[src/rtl/uhtr_consts.svh]
// Operation
// [RULE1] IN completion: status write then retirement write
// [RULE2] Frame boundary during status write skips retirement
// [RULE3] Skipped retirement makes same IN token retry
// [RULE4] System finishes both write-backs inside one frame
// [RULE5] ISO OUT token after sixteen fetched bytes
// [RULE6] Underrun while bit-stuffing hangs the port
// [RULE7] Hung port stops sending start-of-frame
// [RULE8] System keeps ISO OUT data always available
// [RULE9] Remote wakeup drives resume for 20 ms
// [RULE10] Going operational mid-resume ends it with EOP
// [RULE11] Software repeats port resume after going operational
`ifndef UHTR_CONSTS_SVH
`define UHTR_CONSTS_SVH
`define UHTR_CLK_HZ 10000000
`define UHTR_FRAME_US 1000
`define UHTR_FRAME_CYC ((`UHTR_FRAME_US * (`UHTR_CLK_HZ / 1000000)))
`define UHTR_RESUME_MS 20
`define UHTR_RESUME_CYC ((`UHTR_RESUME_MS * (`UHTR_CLK_HZ / 1000)))
`define UHTR_ISO_PREFETCH 16
`define UHTR_FIFO_DEPTH 32
`define UHTR_STUFF_RUN 6
`endif

[src/rtl/uhtr_pkg.sv]
package uhtr_pkg;
	typedef struct packed {
		logic [7:0] data;
		logic last;
	} uhtr_byte_t;
	typedef enum logic [1:0] {
		UHTR_WB_IDLE = 2'b00,
		UHTR_WB_STATUS = 2'b01,
		UHTR_WB_RETIRE = 2'b10
	} uhtr_wb_t;
	typedef enum logic [1:0] {
		UHTR_TX_IDLE = 2'b00,
		UHTR_TX_FILL = 2'b01,
		UHTR_TX_SEND = 2'b10,
		UHTR_TX_HUNG = 2'b11
	} uhtr_tx_t;
endpackage : uhtr_pkg

[src/rtl/uhtr_fifo.sv]
module uhtr_fifo #(
	parameter int WIDTH = 9,
	parameter int DEPTH = 32
) (
	input wire logic clk, // Clock
	input wire logic reset_n, // Async reset
	input wire logic in_valid, // Write valid
	output logic in_ready, // Not full
	input wire logic [WIDTH-1:0] in_data, // Write data
	output logic out_valid, // Not empty
	input wire logic out_ready, // Read accept
	output logic [WIDTH-1:0] out_data, // Head data
	output logic [$clog2(DEPTH):0] count // Fill level
);
	localparam int AW = $clog2(DEPTH);
	logic [WIDTH-1:0] mem [DEPTH];
	logic [AW-1:0] wp_q;
	logic [AW-1:0] rp_q;
	logic [AW:0] cnt_q;
	logic wr;
	logic rd;
	assign in_ready = (cnt_q != (AW+1)'(DEPTH));
	assign out_valid = (cnt_q != '0);
	assign out_data = mem[rp_q];
	assign count = cnt_q;
	assign wr = in_valid && in_ready;
	assign rd = out_valid && out_ready;
	always_ff @(posedge clk) begin
		if (wr) begin
			mem[wp_q] <= in_data;
		end
	end
	always_ff @(posedge clk or negedge reset_n) begin
		if (!reset_n) begin
			wp_q <= '0;
			rp_q <= '0;
			cnt_q <= '0;
		end else begin
			if (wr) begin
				wp_q <= wp_q + 1'b1;
			end
			if (rd) begin
				rp_q <= rp_q + 1'b1;
			end
			cnt_q <= cnt_q + (AW+1)'(wr) - (AW+1)'(rd);
		end
	end
endmodule : uhtr_fifo

[src/rtl/uhtr_top.sv]
`include "uhtr_consts.svh"
module uhtr_top
	import uhtr_pkg::*;
(
	input wire logic clk, // 10 MHz clock
	input wire logic reset_n, // Async reset, active low
	input wire logic in_short_done, // Short IN data stored in memory, pulse
	input wire logic mem_wr_ack, // Memory write accepted, pulse
	output logic mem_wr_req, // Write-back request level
	output logic mem_wr_retire, // 1: retirement write, 0: status write
	output logic in_retry, // Same IN token reissued, pulse
	output logic in_done, // IN transfer retired, pulse
	input wire logic iso_start, // Start ISO OUT packet, pulse
	input wire logic fetch_valid, // Fetched byte valid
	input wire uhtr_byte_t fetch_data, // Fetched byte and last marker
	output logic fetch_ready, // FIFO can take a byte
	output logic tx_token, // ISO OUT token issued, pulse
	output logic tx_valid, // Bit stream valid
	output logic tx_bit, // Serialised bit (stuffed)
	output logic tx_hung, // Port hung level
	output logic sof_pulse, // Start-of-frame, pulse
	input wire logic wake_pin, // Remote wakeup from downstream port
	input wire logic go_operational, // Driver sets operational, pulse
	output logic resume_drive, // Resume signaling level
	output logic resume_eop // EOP ending resume, pulse
);
	// ***************
	// Frame timing
	// ***************
	localparam logic [13:0] FRAME_LAST = 14'(`UHTR_FRAME_CYC - 1);
	logic [13:0] frame_q;
	logic frame_edge;
	uhtr_tx_t tx_q;
	assign frame_edge = (frame_q == FRAME_LAST);
	always_ff @(posedge clk or negedge reset_n) begin
		if (!reset_n) begin
			frame_q <= '0;
			sof_pulse <= 1'b0;
		end else begin
			frame_q <= frame_edge ? '0 : frame_q + 14'h0001;
			sof_pulse <= frame_edge && (tx_q != UHTR_TX_HUNG); // RULE7
		end
	end
	// ***************
	// IN write-back
	// ***************
	uhtr_wb_t wb_q;
	logic crossed_q;
	always_ff @(posedge clk or negedge reset_n) begin
		if (!reset_n) begin
			wb_q <= UHTR_WB_IDLE;
			crossed_q <= 1'b0;
			mem_wr_req <= 1'b0;
			mem_wr_retire <= 1'b0;
			in_retry <= 1'b0;
			in_done <= 1'b0;
		end else begin
			in_retry <= 1'b0;
			in_done <= 1'b0;
			case (wb_q)
			UHTR_WB_IDLE: begin
				crossed_q <= 1'b0;
				if (in_short_done) begin
					wb_q <= UHTR_WB_STATUS; // RULE1
					mem_wr_req <= 1'b1;
					mem_wr_retire <= 1'b0;
				end
			end
			UHTR_WB_STATUS: begin
				if (frame_edge) begin
					crossed_q <= 1'b1;
				end
				if (mem_wr_ack) begin
					if (crossed_q || frame_edge) begin
						wb_q <= UHTR_WB_IDLE; // RULE2
						mem_wr_req <= 1'b0;
						in_retry <= 1'b1; // RULE3
					end else begin
						wb_q <= UHTR_WB_RETIRE; // RULE1
						mem_wr_retire <= 1'b1;
					end
				end
			end
			UHTR_WB_RETIRE: begin
				if (mem_wr_ack) begin
					wb_q <= UHTR_WB_IDLE;
					mem_wr_req <= 1'b0;
					mem_wr_retire <= 1'b0;
					in_done <= 1'b1;
				end
			end
			default: wb_q <= UHTR_WB_IDLE;
			endcase
		end
	end
	// ***************
	// ISO OUT path
	// ***************
	logic f_valid;
	logic f_ready;
	logic f_in_ready;
	logic [8:0] f_data;
	logic [7:0] f_byte;
	logic f_last;
	logic [5:0] f_count;
	logic [2:0] bit_q;
	logic [2:0] ones_q;
	logic stuff;
	logic last_q;
	uhtr_fifo #(.WIDTH(9), .DEPTH(`UHTR_FIFO_DEPTH)) u_fifo (
		.clk(clk),
		.reset_n(reset_n),
		.in_valid(fetch_valid && fetch_ready),
		.in_ready(f_in_ready),
		.in_data(fetch_data),
		.out_valid(f_valid),
		.out_ready(f_ready),
		.out_data(f_data),
		.count(f_count)
	);
	// Payload sits above the end marker in the packed word
	assign f_byte = f_data[8:1];
	assign f_last = f_data[0];
	assign stuff = (ones_q == 3'(`UHTR_STUFF_RUN));
	assign f_ready = (tx_q == UHTR_TX_SEND) && f_valid && !stuff && !last_q && (bit_q == 3'h7);
	always_ff @(posedge clk or negedge reset_n) begin
		if (!reset_n) begin
			fetch_ready <= 1'b0;
		end else begin
			fetch_ready <= f_in_ready && (f_count < 6'(`UHTR_FIFO_DEPTH - 1));
		end
	end
	always_ff @(posedge clk or negedge reset_n) begin
		if (!reset_n) begin
			tx_q <= UHTR_TX_IDLE;
			tx_token <= 1'b0;
			tx_valid <= 1'b0;
			tx_bit <= 1'b0;
			tx_hung <= 1'b0;
			bit_q <= '0;
			ones_q <= '0;
			last_q <= 1'b0;
		end else begin
			tx_token <= 1'b0;
			case (tx_q)
			UHTR_TX_IDLE: begin
				tx_valid <= 1'b0;
				if (iso_start) begin
					tx_q <= UHTR_TX_FILL;
				end
			end
			UHTR_TX_FILL: begin
				if (f_count >= 6'(`UHTR_ISO_PREFETCH)) begin
					tx_q <= UHTR_TX_SEND; // RULE5
					tx_token <= 1'b1;
					bit_q <= '0;
					ones_q <= '0;
					last_q <= 1'b0;
				end
			end
			UHTR_TX_SEND: begin
				if (stuff) begin
					tx_valid <= 1'b1;
					tx_bit <= 1'b0;
					ones_q <= '0;
				end else if (last_q) begin
					// Leave only after a stuff bit owed by the last byte is out
					tx_valid <= 1'b0;
					tx_q <= UHTR_TX_IDLE;
				end else if (!f_valid) begin
					tx_valid <= 1'b0;
					if (ones_q != '0) begin
						tx_q <= UHTR_TX_HUNG; // RULE6
						tx_hung <= 1'b1;
					end
				end else begin
					tx_valid <= 1'b1;
					tx_bit <= f_byte[bit_q];
					ones_q <= f_byte[bit_q] ? ones_q + 3'h1 : 3'h0;
					bit_q <= bit_q + 3'h1;
					last_q <= (bit_q == 3'h7) && f_last;
				end
			end
			UHTR_TX_HUNG: begin
				tx_valid <= 1'b0; // RULE7
			end
			default: tx_q <= UHTR_TX_IDLE;
			endcase
		end
	end
	// ***************
	// Resume signaling
	// ***************
	localparam logic [17:0] RESUME_LAST = 18'(`UHTR_RESUME_CYC - 1);
	logic wake_s1_q;
	logic wake_s2_q;
	logic wake_prev_q;
	logic [17:0] res_q;
	always_ff @(posedge clk or negedge reset_n) begin
		if (!reset_n) begin
			wake_s1_q <= 1'b0;
			wake_s2_q <= 1'b0;
			wake_prev_q <= 1'b0;
		end else begin
			wake_s1_q <= wake_pin;
			wake_s2_q <= wake_s1_q;
			wake_prev_q <= wake_s2_q;
		end
	end
	always_ff @(posedge clk or negedge reset_n) begin
		if (!reset_n) begin
			resume_drive <= 1'b0;
			resume_eop <= 1'b0;
			res_q <= '0;
		end else begin
			resume_eop <= 1'b0;
			if (resume_drive) begin
				if (go_operational || res_q == RESUME_LAST) begin
					resume_drive <= 1'b0; // RULE10
					resume_eop <= 1'b1;
				end
				res_q <= res_q + 18'h00001;
			end else if (wake_s2_q && !wake_prev_q) begin
				resume_drive <= 1'b1; // RULE9
				res_q <= '0;
			end
		end
	end
endmodule : uhtr_top
[config.mk]
export PLATFORM = sky130hd
export DESIGN_NAME = uhtr_top
export DESIGN_NICKNAME = d
export VERILOG_FILES = /design/src/rtl/uhtr_pkg.sv /design/src/rtl/uhtr_fifo.sv /design/src/rtl/uhtr_top.sv
export VERILOG_INCLUDE_DIRS = /design/src /design/src/rtl
export SDC_FILE = /design/constraint.sdc
export NUM_CORES = 1
export LEC_CHECK = 0
export CORE_ASPECT_RATIO = 0.6
export CORE_MARGIN = 8
export CORE_UTILIZATION = 68
export CTS_CLUSTER_SIZE = 16
export DETAILED_ROUTE_END_ITERATION = 7
export DONT_BUFFER_PORTS = 1
export PLACE_DENSITY_LB_ADDON = 0.25
export SYNTH_ARGS = -nofsm -noshare
export SYNTH_HDL_FRONTEND = slang
export SYNTH_HIERARCHICAL = 1
export SYNTH_SLANG_ARGS = --single-unit
[constraint.sdc]
create_clock -name clk -period 6.2 [get_ports clk]
set_input_delay 0.62 -clock clk [delete_from_list [all_inputs] [get_ports clk]]
set_output_delay 0.62 -clock clk [all_outputs]
set_load 0.005 [all_outputs]
* Word level (Yosys, flattened, before mapping) *
Memory sizes are Yosys's and may differ from the RTL's.
Index checks and enable logic that the tools add are counted.

operators by class
  add/subtract/negate cells = 8
  bitwise operators = 3
  multiplexer cells = 64
  eq/ne operators = 27
  order comparisons = 3
  reduce and logical (&&, ||, !) cells = 38

operators by type and width
  kind                     count
  $mux W18                 2
  $mux W1                  33
  $ne A2 B2 Y1 const B     13
  $mux W3                  8
  $mux W2                  10
  $reduce_and A5 Y1        4
  $add A18 B1 Y18 const B  1
  $eq A18 B18 Y1 const B   1
  $add A14 B1 Y14 const B  1
  $eq A14 B14 Y1 const B   1
  $mux W14                 1
  $pmux W2 S3              2
  $pmux W3 S2              2
  $logic_and A1 B1 Y1      11
  $add A5 B1 Y5 const B    2
  $reduce_bool A2 Y1       5
  $ne A3 B3 Y1 const B     3
  $reduce_and A3 Y1        3
  $reduce_bool A3 Y1       3
  $add A3 B1 Y3 const B    2
  $add A6 B1 Y6            1
  $eq A2 B2 Y1 const B     3
  $eq A3 B3 Y1 const B     2
  $ge A6 B5 Y1 const B     1
  18 further kinds         28

word-level totals
  flip-flop bits (word level) = 75
  word-level logic and storage cells = 170
  bits in writable memories = 288
  input port bits = 17
  memories = 1

memory list
  name        words  width  read ports  clocked after Yosys merged registers in  write ports  RTL line         RTL
  u_fifo.mem  32     9      1           0                                        1            uhtr_fifo.sv:16  logic [WIDTH-1:0] mem [DEPTH];

* Logic depth before layout (Yosys ltp) *
Gate-level depths: netlist of run 1.
An unclocked memory read counts as a cell.

  depth after elaboration = 8
  depth in mapped cells = 16
  gate-level depth less buffers = 16

* Hierarchy *
The synthesis of run 1 kept the hierarchy.

modules (own cells, without submodules)
  module     seq. area each (um2)  cells each  area each (um2)  instances
  uhtr_fifo  9048.7                604         12170.4          1
  uhtr_top   1476.4                302         3006.6           1

* Least setup slack after synthesis of run 1 *
OpenSTA, ideal clock, no wires.

  path kind = flip-flop to flip-flop
  start = register tx_q[0]
  end = register u_fifo.cnt_q[4] (netlist: u_fifo/count[4])
  clock period less this slack = 2.893 ns
  stages on the path, launching flop included = 16
  setup slack = 3.307 ns
  data required time = 6.121 ns
  path buffers = 0
  setup time = 0.079 ns
  arrival time = 2.814 ns
  path through = dfrtp_1 > inv_1 > ha_1 > nor2b_1 > nand2_1 > nor2_1 > a21boi_1 > ha_1 > inv_1 > ha_1 > inv_1 > fa_1 > inv_1 > a21oi_1 > o21ai_0 > xor2_1

on the way
  word-level cells in the longest chain between the ends = 7

ends and longest elaborated chain
  item                              RTL line         RTL
  start, declared                   uhtr_top.sv:33   uhtr_tx_t tx_q;
  start signal, assigned            uhtr_top.sv:135  tx_q <= UHTR_TX_IDLE;
  start signal, assigned            uhtr_top.sv:149  tx_q <= UHTR_TX_FILL;
  start signal, assigned            uhtr_top.sv:154  tx_q <= UHTR_TX_SEND;
  $eq A2 B2 Y1                      uhtr_top.sv:125  assign f_ready = (tx_q == UHTR_TX_SEND) && f_valid && !stuff && !last_q && (bit_q == 3'h7);
  $logic_and A1 B1 Y1 (4 in a row)  uhtr_top.sv:125
  net f_ready                       uhtr_top.sv:100  logic f_ready;
  $logic_and A1 B1 Y1               uhtr_fifo.sv:27  assign rd = out_valid && out_ready;
  net u_fifo.rd                     uhtr_fifo.sv:21  logic rd;
  $sub A6 B1 Y6                     uhtr_fifo.sv:45  cnt_q <= cnt_q + (AW+1)'(wr) - (AW+1)'(rd);
  end signal, assigned              uhtr_fifo.sv:45
  end, declared                     uhtr_fifo.sv:19  logic [AW:0] cnt_q;

The timed path passes the listed nets, and every way through them passes these cells.
A chain may end at the register's enable or synchronous reset.

* Worst setup path in the final report of run 1 *
  start = register u_fifo.rp_q[0]
  end = register ones_q[1]

on the way
  word-level cells in the longest chain between the ends = 8

ends and longest elaborated chain
  item                           RTL line         RTL
  start, declared                uhtr_fifo.sv:18  logic [AW-1:0] rp_q;
  start signal, assigned         uhtr_fifo.sv:43  rp_q <= rp_q + 1'b1;
  $mem_v2 Z32 W9                 -
  net f_data[4]                  uhtr_top.sv:102  logic [8:0] f_data;
  $bmux W1 S3                    uhtr_top.sv:179  ones_q <= f_byte[bit_q] ? ones_q + 3'h1 : 3'h0;
  $mux W1 (implied by the code)  uhtr_top.sv:179
  $mux W3                        uhtr_top.sv:179
  $mux W3                        uhtr_top.sv:170  end else if (!f_valid) begin
  $mux W3                        uhtr_top.sv:166  end else if (last_q) begin
  $mux W3                        uhtr_top.sv:162  if (stuff) begin
  $pmux W3 S2                    uhtr_top.sv:145  case (tx_q)
  end signal, assigned           uhtr_top.sv:179
  end, declared                  uhtr_top.sv:107  logic [2:0] ones_q;

The timed path passes the listed nets, and every way through them passes these cells. The select of a mux whose other input is x is not followed.

==> results.json, run 1 <==
{
  "cts_inserted_buffers": 31,
  "ys_warn_count": 6,
  "cts_sinks": 363,
  "avgRoutedWirePerCell_um": 25.65,
  "syn_nets": 954,
  "clock_latency_ps": 570,
  "nets": 956,
  "cts_hold_buf": 2,
  "ff2ff_setup_slack_ps": 2240,
  "crit_path_max_fanout": 47,
  "worstPathCellList": "buf_12, mux4_2, a211oi_1, a21oi_1, mux2_1, and3_1, o41ai_2, nor3_1, a32o_1",
  "syn2layout_area_growth_pct": 7.906,
  "max_freq_mhz": 252.4,
  "drive_gt1_share_pct": 14.36,
  "worstPathArrival_ps": 4400,
  "fillers": 1229,
  "min_path_type": "in2reg",
  "hold_end": "wake_s1_q",
  "synthCells": 906,
  "die_height_um": 131.7,
  "pre_cts_slack_ps": 2207,
  "crit_type": "reg2reg",
  "drt_iter0_drc": 914,
  "status": "completed",
  "synth-edff-count": 288,
  "maxSlewViolCount": 0,
  "fin_crit_sh_pct": 63.89,
  "vias": 8275,
  "ant_nets": 0,
  "cts_resized": 0,
  "avgSynthCellArea_sq_um": 16.75,
  "synth_seq_area_share_pct": 69.35,
  "root_buffer": "clkbuf_16",
  "synthArstFlopShare_pct": 20.66,
  "cp.required_ps": 6640,
  "hold_viol_final": 0,
  "stdcell_area_sq_um": 16380,
  "die_w_um": 208.9,
  "grt_usage_pct": 22.90,
  "grt_pass1_vias": 8298,
  "timing_worst_slew_pin_value_ps": 1087,
  "synthDistinctLibCells": 74,
  "via_per_inst": 6.788,
  "rsz0062_at_grt": "false",
  "cts_tree": "done",
  "syn-cell-area_sq_um": 15180,
  "ys_seq_elements": 363,
  "critPathSlowestCell": "dfrtp_4",
  "rr_endpoint": "ones_q[1]",
  "setup_violations": 0,
  "antenna_found_initial": 0,
  "setup_tns_ps": 0,
  "end_kind": "flip-flop",
  "max-vdd-ir-drop_mv": 0.3370,
  "r2r-start": "u_fifo/rp_q[0]",
  "power.density_nw_per_um2": 345.9,
  "clk_pin_slew_worst_paths_ps": 70,
  "cp_slowest_stage_delay_ps": 1020,
  "grt_remaining_overflow": 0,
  "relSlewSlack_pct": 27.55,
  "postPlaceCellArea_sq_um": 15260,
  "hpwl_mm": 19.12,
  "drt_wl_total_mm": 31.27,
  "fin_worst_skew_ps": 10.21,
  "holdPathStages": 0,
  "p_leak_nw": 5.891,
  "ys.flop_type": "edfxtp_1",
  "io_buffers": 0,
  "first_pass_iters": 5,
  "grt_max_degree": 76,
  "min_from": "wake_pin",
  "num_antenna_cells": 0,
  "startpoint_type": "flip-flop",
  "rows": 42,
  "h-tree-depth": 1,
  "postLayoutSetupSlackWorst_ps": 2239,
  "cts_setup_buffers": 0,
  "dieArea_sq_um": 27510,
  "r2r_cells": 9,
  "fin_crit_ps": 3961,
  "initial_core_util_pct": 69.09,
  "drv_cap": 0,
  "drc": 0,
  "core_area_sq_um": 21970,
  "ioPinCount": 29,
  "globalplace.congestion": 0.8607,
  "grt_pass1_wl_mm": 48.51,
  "cts_buffer_depth": 3
}
## per-stage QoR
stage | hold WS [ps] | utilization, % | instances | power, W
after floorplan | 324.4 | - | 906 | 0.003442
after global placement | 326.4 | 69.48 | 1159 | 0.003575
after detailed placement | 326.1 | 69.48 | 1159 | 0.003655
after CTS | 63.63 | 74.56 | 1219 | 0.005665
after global routing | 61.22 | 74.56 | 1219 | 0.005861
final | 83.23 | 74.56 | 1219 | 0.005665
## critical path, delay by kind of cell (launching register included)
| kind | cells | cell delay, ps |
|---|---|---|
| muxes | 2 | 870 |
| and+or+nand+nor | 2 | 350 |
| DFF | 1 | 1020 |
| buffers and inverters | 1 | 380 |
| AOI/OAI and AO/OA | 4 | 1160 |
## registers in the layout, indices dropped and copies added (netlist names), 2 cells and up
| signal | flops |
|---|---|
| bit_q | 3 |
| tx_q | 2 |
| u_fifo/count | 6 |
| res_q | 18 |
| u_fifo/rp_q | 5 |
| u_fifo/wp_q | 5 |
| frame_q | 14 |
| u_fifo/mem | 288 |
| ones_q | 3 |
| wb_q | 2 |
## worst max path at each step
stage	from	endpoint	slack (ps)	cells after the start
2_1_floorplan	tx_q[0]	u_fifo/count[4]	3310	15
3_3_place_gp	u_fifo/rp_q[0]	ones_q[1]	2360	9
3_5_place_dp	u_fifo/rp_q[0]	ones_q[1]	2210	9
4_1_cts	u_fifo/rp_q[0]	ones_q[1]	2200	9
5_1_grt	u_fifo/rp_q[0]	ones_q[1]	2000	9
6_report	u_fifo/rp_q[0]	ones_q[1]	2240	9
## cell usage after synthesis, types with 9 or more instances
| cell type | instances | area, sq um |
|---|---|---|
| nand4_1 | 14 | 87.58 |
| ha_1 | 30 | 375.4 |
| o221ai_1 | 9 | 78.83 |
| nand3_1 | 23 | 115.1 |
| mux4_2 | 50 | 1126 |
| dfrtp_1 | 75 | 1877 |
| xor2_1 | 11 | 96.34 |
| o21ai_0 | 26 | 130.1 |
| nor2_1 | 53 | 198.9 |
| nor3_1 | 10 | 50.05 |
| xnor2_1 | 11 | 96.34 |
| a22oi_1 | 9 | 67.56 |
| mux2i_1 | 46 | 460.4 |
| inv_1 | 34 | 127.6 |
| nand2_1 | 41 | 153.9 |
| o22ai_1 | 10 | 62.56 |
| a211oi_1 | 10 | 75.07 |
| clkbuf_1 | 10 | 37.54 |
| a22o_1 | 9 | 78.83 |
| a21oi_1 | 24 | 120.1 |
| edfxtp_1 | 288 | 8648 |
## report_power, final
group / internal, W / switching, W
logic: 0.000266 / 0.000441
registers: 0.00279 / 0.000150
clock network: 0.00116 / 0.000853
total: 0.00422 / 0.00144
## cells in the final DEF, fill, tap and decap left out, types with 14 or more instances in the layout
cell type,n
nand2_1,41
a21oi_1,24
mux2i_1,46
inv_1,34
nand4_1,14
nor2_1,53
nand3_1,23
edfxtp_1,288
mux4_2,50
o21ai_0,26
clkbuf_16,34
dfrtp_1,73
ha_1,30
## layout make-up
type | instances | area (sq um) | share of cell area, %
clock inverters | 17 | 162.7 | 0.9932
well taps | 286 | 357.8 | 2.185
multi-input cells | 472 | 4204 | 25.67
inverters | 34 | 127.6 | 0.7793
clock buffers | 41 | 914.6 | 5.585
repair buffers | 6 | 80.08 | 0.4890
flip-flops and latches | 363 | 10530 | 64.30
## cell families (layout without fill, tap and decap cells)
family	count (synthesis)	count (layout)	share of synthesized area, %
fa+ha+maj	31	31	2.605
compound gates	131	131	6.183
simple gates	185	185	6.274
xor+xnor	22	22	1.270
mux	103	103	11.37
flops	363	363	69.35
buf+inv	71	98	2.951
## routing by layer
metal  GRT usage [%]  wire [um]
met5               0          0
met3           4.986       3164
met2           34.86      14280
met4           5.226        613
met1           33.94      13210
Note: power is estimated with default switching activity, not from simulation.
==> inputs of run 2 (changes only) <==
--- a/config.mk
+++ b/config.mk
@@ -8,7 +8,7 @@
 export LEC_CHECK = 0
 export CORE_ASPECT_RATIO = 0.6
 export CORE_MARGIN = 8
-export CORE_UTILIZATION = 68
+export CORE_UTILIZATION = 63
 export CTS_CLUSTER_SIZE = 16
 export DETAILED_ROUTE_END_ITERATION = 7
 export DONT_BUFFER_PORTS = 1
==> constraint.sdc (replaced) <==
create_clock -name clk -period 4 [get_ports clk]
set_input_delay 0.4 -clock clk [delete_from_list [all_inputs] [get_ports clk]]
set_output_delay 0.4 -clock clk [all_outputs]
set_load 0.005 [all_outputs]
==> results.json, run 2 (synthesized netlist as in run 1, its figures left out) <==
{
  "fillers": 1516,
  "critPathSlowestCell": "dfrtp_4",
  "cp.required_ps": 4400,
  "rows": 44,
  "drv_cap": 0,
  "layoutNonFillerInstCount": 1276,
  "holdPathStages": 2,
  "largest-register": "u_fifo/mem",
  "root_buffer": "clkbuf_16",
  "h-tree-depth": 2,
  "crit_path_frequent_cell": "nor3_1",
  "dieArea_sq_um": 29480,
  "drive_gt1_share_pct": 15.30,
  "clk_pin_slew_worst_paths_ps": 60,
  "max-vdd-ir-drop_mv": 0.4884,
  "hpwl_mm": 20.64,
  "cp_slowest_stage_delay_ps": 590,
  "ioPinCount": 29,
  "maxSlewViolCount": 0,
  "cts_buffer_depth": 3,
  "pre_cts_slack_ps": 414.9,
  "core_area_sq_um": 23890,
  "fin_crit_ps": 3616,
  "placedCellCount": 1202,
  "setup_violations": 0,
  "cts_setup_buffers": 0,
  "cts_sinks": 363,
  "max_freq_mhz": 276.6,
  "grt_util_met2_pct": 32.22,
  "drt_wl_total_mm": 32.62,
  "rsz0062_at_grt": "false",
  "power.density_nw_per_um2": 536.7,
  "cts_tree": "done",
  "min_path_type": "in2reg",
  "crit_family": "compound AO/OA/AOI/OAI gates",
  "largestRegisters": "u_fifo/mem: 288 flops, res_q: 18 flops, frame_q: 14 flops",
  "grt_pass1_vias": 8227,
  "drt_iter0_drc": 746,
  "busiest_layer": "met1",
  "worstPathCellList": "buf_12, buf_4, mux4_2, a21oi_1, a22oi_2, mux2i_1, nor3_1, o41ai_2, nor3_1, a32o_1",
  "final_cell_mix": "edfxtp_1 (288), dfrtp_1 (73), nor2_1 (53), mux4_2 (50), mux2i_1 (46)",
  "crit_buf_inv": 2,
  "drc": 0,
  "status": "completed",
  "largest_register_ffs": 288,
  "die_height_um": 136.2,
  "fin_crit_sh_pct": 90.39,
  "layout_commonest_cell": "edfxtp_1",
  "grt_usage_pct": 22.54,
  "finalPower_w": 0.008974,
  "globalplace.congestion": 0.8116,
  "nets": 977,
  "setup_tns_ps": 0,
  "num_antenna_cells": 0,
  "r2r_cells": 10,
  "startpoint_type": "flip-flop",
  "vias": 8295,
  "first_pass_iters": 6,
  "crit_cells": 10,
  "clock_latency_ps": 530,
  "end_kind": "flip-flop",
  "ant_nets": 0,
  "met1_usage_pct": 33.49,
  "worstPathArrival_ps": 4020,
  "grt_max_degree": 76,
  "fin_worst_skew_ps": 16.51,
  "relSlewSlack_pct": 19.41,
  "initial_core_util_pct": 63.52,
  "crit_type": "reg2reg",
  "syn2layout_area_growth_pct": 10.17,
  "postLayoutSetupSlackWorst_ps": 384.2,
  "antenna_found_initial": 0,
  "avgRoutedWirePerCell_um": 25.57,
  "via_per_inst": 6.501,
  "p_leak_nw": 6.036,
  "cts_resized": 0,
  "die_w_um": 216.4,
  "hold_viol_final": 0,
  "io_buffers": 0,
  "cts_inserted_buffers": 34,
  "grt_remaining_overflow": 0,
  "grt_pass1_wl_mm": 50.23,
  "timing_worst_slew_pin_value_ps": 1205,
  "gr-usage-met3_pct": 7.000,
  "crit_path_max_fanout": 53,
  "postLayoutCoreUtil_pct": 69.98
}
run 2: changes by cell type in the layout (fill, tap and decap cells not counted), sizes merged, moves of 2 or more:
cell / delta
dlygate4sd3: +3
clkinvlp: -2
clkbuf: +2
buf: +15
clkinv: +3
run 2: report_power, final:
group	leakage, nW	switching [W]	internal, W
clock	0.552	0.00135	0.00194
combinational	1.92	0.000687	0.000426
sequential	3.56	0.000242	0.00433
run 2: path summary, 6_finish.rpt:
| path | from | end | slack [ps] |
|---|---|---|---|
| worst max register to register | u_fifo/rp_q[0] | ones_q[1] | 380 |
| max in group asynchronous | reset_n | u_fifo/rp_q[0] | 3190 |
| worst min-delay path | in_short_done | wb_q[0] | 110 |
| worst min register to register | wake_s1_q | wake_s2_q | 350 |
| min in group asynchronous | reset_n | frame_q[0] | 450 |
| worst max-delay path | u_fifo/rp_q[0] | ones_q[1] | 380 |
run 2: cell type report:
type / count / area, sq um / area share, %
repair buffers: 24 / 322.8 / 1.931
multi-input cells: 472 / 4207 / 25.16
well taps: 322 / 402.9 / 2.409
flip-flops and latches: 363 / 10530 / 62.98
inverters: 34 / 127.6 / 0.7632
clock inverters: 18 / 182.7 / 1.092
clock buffers: 43 / 948.4 / 5.672
run 2: timing repair:
action                                  in CTS  in global routing
endpoints found under the hold margin      366                  0
hold buffers                                13                  0
endpoints found under the setup margin       0                  0
run 2: stage by stage:
stage               cell area (sq um)  hold WS (ps)
finish                          16720         115.0
global route                    16720         118.8
CTS                             16720         88.08
detailed placement              15360         107.3
global placement                15360         107.2
floorplan                       15180         104.4
run 2: per-layer routing:
metal  wire length (um)  vias to the layer above
met5                  0                        -
met4                649                        0
met3               3441                       61
met2              14220                      386
met1              14310                     4258
li1                   -                     3590
==> inputs of run 3 (changes only) <==
--- a/config.mk
+++ b/config.mk
@@ -6,7 +6,6 @@
 export SDC_FILE = /design/constraint.sdc
 export NUM_CORES = 1
 export LEC_CHECK = 0
-export CORE_ASPECT_RATIO = 0.6
 export CORE_MARGIN = 8
 export CORE_UTILIZATION = 63
 export CTS_CLUSTER_SIZE = 16
@@ -17,3 +16,4 @@
 export SYNTH_HDL_FRONTEND = slang
 export SYNTH_HIERARCHICAL = 1
 export SYNTH_SLANG_ARGS = --single-unit
+export TNS_END_PERCENT = 50
==> results.json, run 3 (synthesized netlist as in run 1, its figures left out) <==
{
  "root_buffer": "clkbuf_16",
  "cp.required_ps": 4410,
  "dieArea_sq_um": 29310,
  "swShare_pct": 25.41,
  "startpoint_type": "flip-flop",
  "antenna_found_initial": 0,
  "timing_worst_slew_pin_value_ps": 1200,
  "final_cell_mix": "edfxtp_1 (288), dfrtp_1 (73), nor2_1 (53), mux4_2 (50), mux2i_1 (46)",
  "crit_path_start": "u_fifo/rp_q[0]",
  "placedCellCount": 1204,
  "die_height_um": 171.2,
  "fillers": 1532,
  "power.switching_w": 0.002287,
  "initial_core_util_pct": 63.34,
  "stdcell_area_sq_um": 16770,
  "maxSlewViolCount": 0,
  "cts_inserted_buffers": 37,
  "largest-register": "u_fifo/mem",
  "ioPinCount": 29,
  "crit_buf_inv": 1,
  "drt_wl_total_mm": 31.06,
  "drc": 0,
  "grt_remaining_overflow": 0,
  "postPlaceCellArea_sq_um": 15370,
  "via_per_inst": 6.381,
  "rows": 57,
  "max-vdd-ir-drop_mv": 0.4257,
  "min_from": "mem_wr_ack",
  "grt_pass1_vias": 8648,
  "comb_power_share_pct": 12.1,
  "syn2layout_area_growth_pct": 10.49,
  "largest_register_ffs": 288,
  "worstPathArrival_ps": 4110,
  "largestRegisters": "u_fifo/mem: 288 flops, res_q: 18 flops, frame_q: 14 flops",
  "rsz0062_at_grt": "false",
  "avgRoutedWirePerCell_um": 24.19,
  "p_int_w": 0.006713,
  "critPathSlowestCell": "dfrtp_4",
  "fin_crit_sh_pct": 92.48,
  "cts_resized": 0,
  "die_w_um": 171.2,
  "io_buffers": 0,
  "ant_nets": 0,
  "drv_cap": 0,
  "crit_type": "reg2reg",
  "cts_buffer_depth": 3,
  "cts_setup_buffers": 0,
  "max_freq_mhz": 270.3,
  "postLayoutCoreUtil_pct": 69.98,
  "p_leak_nw": 6.051,
  "drt_iter0_drc": 1017,
  "grt_usage_pct": 22.20,
  "clk_pin_slew_worst_paths_ps": 60,
  "min_path_type": "in2reg",
  "setup_violations": 0,
  "drive_gt1_share_pct": 15.63,
  "pwr-share-seq_pct": 50.7,
  "seq_area_sq_um": 10530,
  "end_kind": "flip-flop",
  "cts_tree": "done",
  "crit_path_max_fanout": 29,
  "globalplace.congestion": 0.8611,
  "hold_viol_final": 0,
  "cts_sinks": 363,
  "h-tree-depth": 2,
  "grt_pass1_wl_mm": 49.51,
  "layout_commonest_cell": "edfxtp_1",
  "p_clk_share_pct": 37.2,
  "vias": 8193,
  "core_area_sq_um": 23960,
  "power.density_nw_per_um2": 536.7,
  "first_pass_iters": 6,
  "grt_max_degree": 76,
  "relSlewSlack_pct": 19.75,
  "status": "completed",
  "multi_input_area_sq_um": 4204,
  "setup_tns_ps": 0,
  "worstPathCellList": "buf_12, mux4_2, a22o_1, a211oi_1, a21oi_1, mux2i_1, nor3_1, o41ai_2, nor3_1, a32o_1",
  "fin_worst_skew_ps": 20.72,
  "crit_path_frequent_cell": "nor3_1",
  "nets": 980,
  "layoutNonFillerInstCount": 1284,
  "hpwl_mm": 18.94,
  "clock_latency_ps": 530,
  "r2r-start": "u_fifo/rp_q[0]",
  "crit_family": "compound AO/OA/AOI/OAI gates",
  "cp_slowest_stage_delay_ps": 820,
  "num_antenna_cells": 0,
  "fin_crit_ps": 3699
}
==> run 3: changes by cell type in the layout (fill, tap and decap cells not counted) <==
cell	previous run	this run
buf_12	9	8
buf_4	10	9
bufinv_16	4	3
clkbuf_1	6	11
clkbuf_8	0	2
clkinv_1	8	2
clkinv_2	5	6
clkinv_4	0	1
clkinv_8	0	2
clkinvlp_4	1	2
dlygate4sd3_1	4	6
inv_6	0	1
nor2b_1	7	8
nor2b_2	2	1
==> run 3: metrics by stage <==
stage	total power [W]	hold WS [ps]	setup WS, ps
final	0.009001	21.86	300.8
after global routing	0.009376	30.87	41.42
after CTS	0.009048	15.61	292.5
after detailed placement	0.005611	107.0	376.7
after global placement	0.005520	107.3	398.3
after floorplan	0.005335	104.4	1107
==> run 3: final cells by class <==
type / instances / area share (%)
Sequential cell: 363 / 62.79
Multi-Input combinational cell: 472 / 25.07
Clock buffer: 50 / 5.932
Tap cell: 324 / 2.417
Timing Repair Buffer: 24 / 1.880
Clock inverter: 17 / 1.149
Inverter: 34 / 0.7610
==> run 3: worst paths after layout <==
kind	to	slack, ps	cells after the start
worst max-delay path	ones_q[1]	300	10
worst min-delay path	in_done	20	1
worst max register to register	ones_q[1]	300	10
worst min register to register	wake_s2_q	360	0
max in group asynchronous	u_fifo/rp_q[1]	3200	2
min in group asynchronous	frame_q[0]	480	2
==> run 3: power by group through the flow <==
| stage | sequential, W | clock, W | combinational [W] |
|---|---|---|---|
| after floorplan | 0.00453 | 0 | 0.000805 |
| after global placement | 0.00461 | 0 | 0.000909 |
| after detailed placement | 0.00463 | 0 | 0.000977 |
| after CTS | 0.00456 | 0.00341 | 0.00108 |
| after global routing | 0.00460 | 0.00355 | 0.00123 |
| final | 0.00456 | 0.00335 | 0.00109 |
==> run 3: repair_timing <==
item / in CTS / in global routing
hold buffers: 13 / 0
hold endpoints to repair: 365 / 0
setup endpoints to repair: 0 / 0
==> run 3: routing by layer <==
| layer | up-vias | GRT usage [%] | part of all wire [%] |
|---|---|---|---|
| met5 | - | 0 | 0 |
| met4 | 0 | 7.032 | 2.5 |
| met3 | 66 | 4.062 | 6.4 |
| met2 | 297 | 37.23 | 50 |
| met1 | 4226 | 29.34 | 41 |
| li1 | 3604 | - | - |
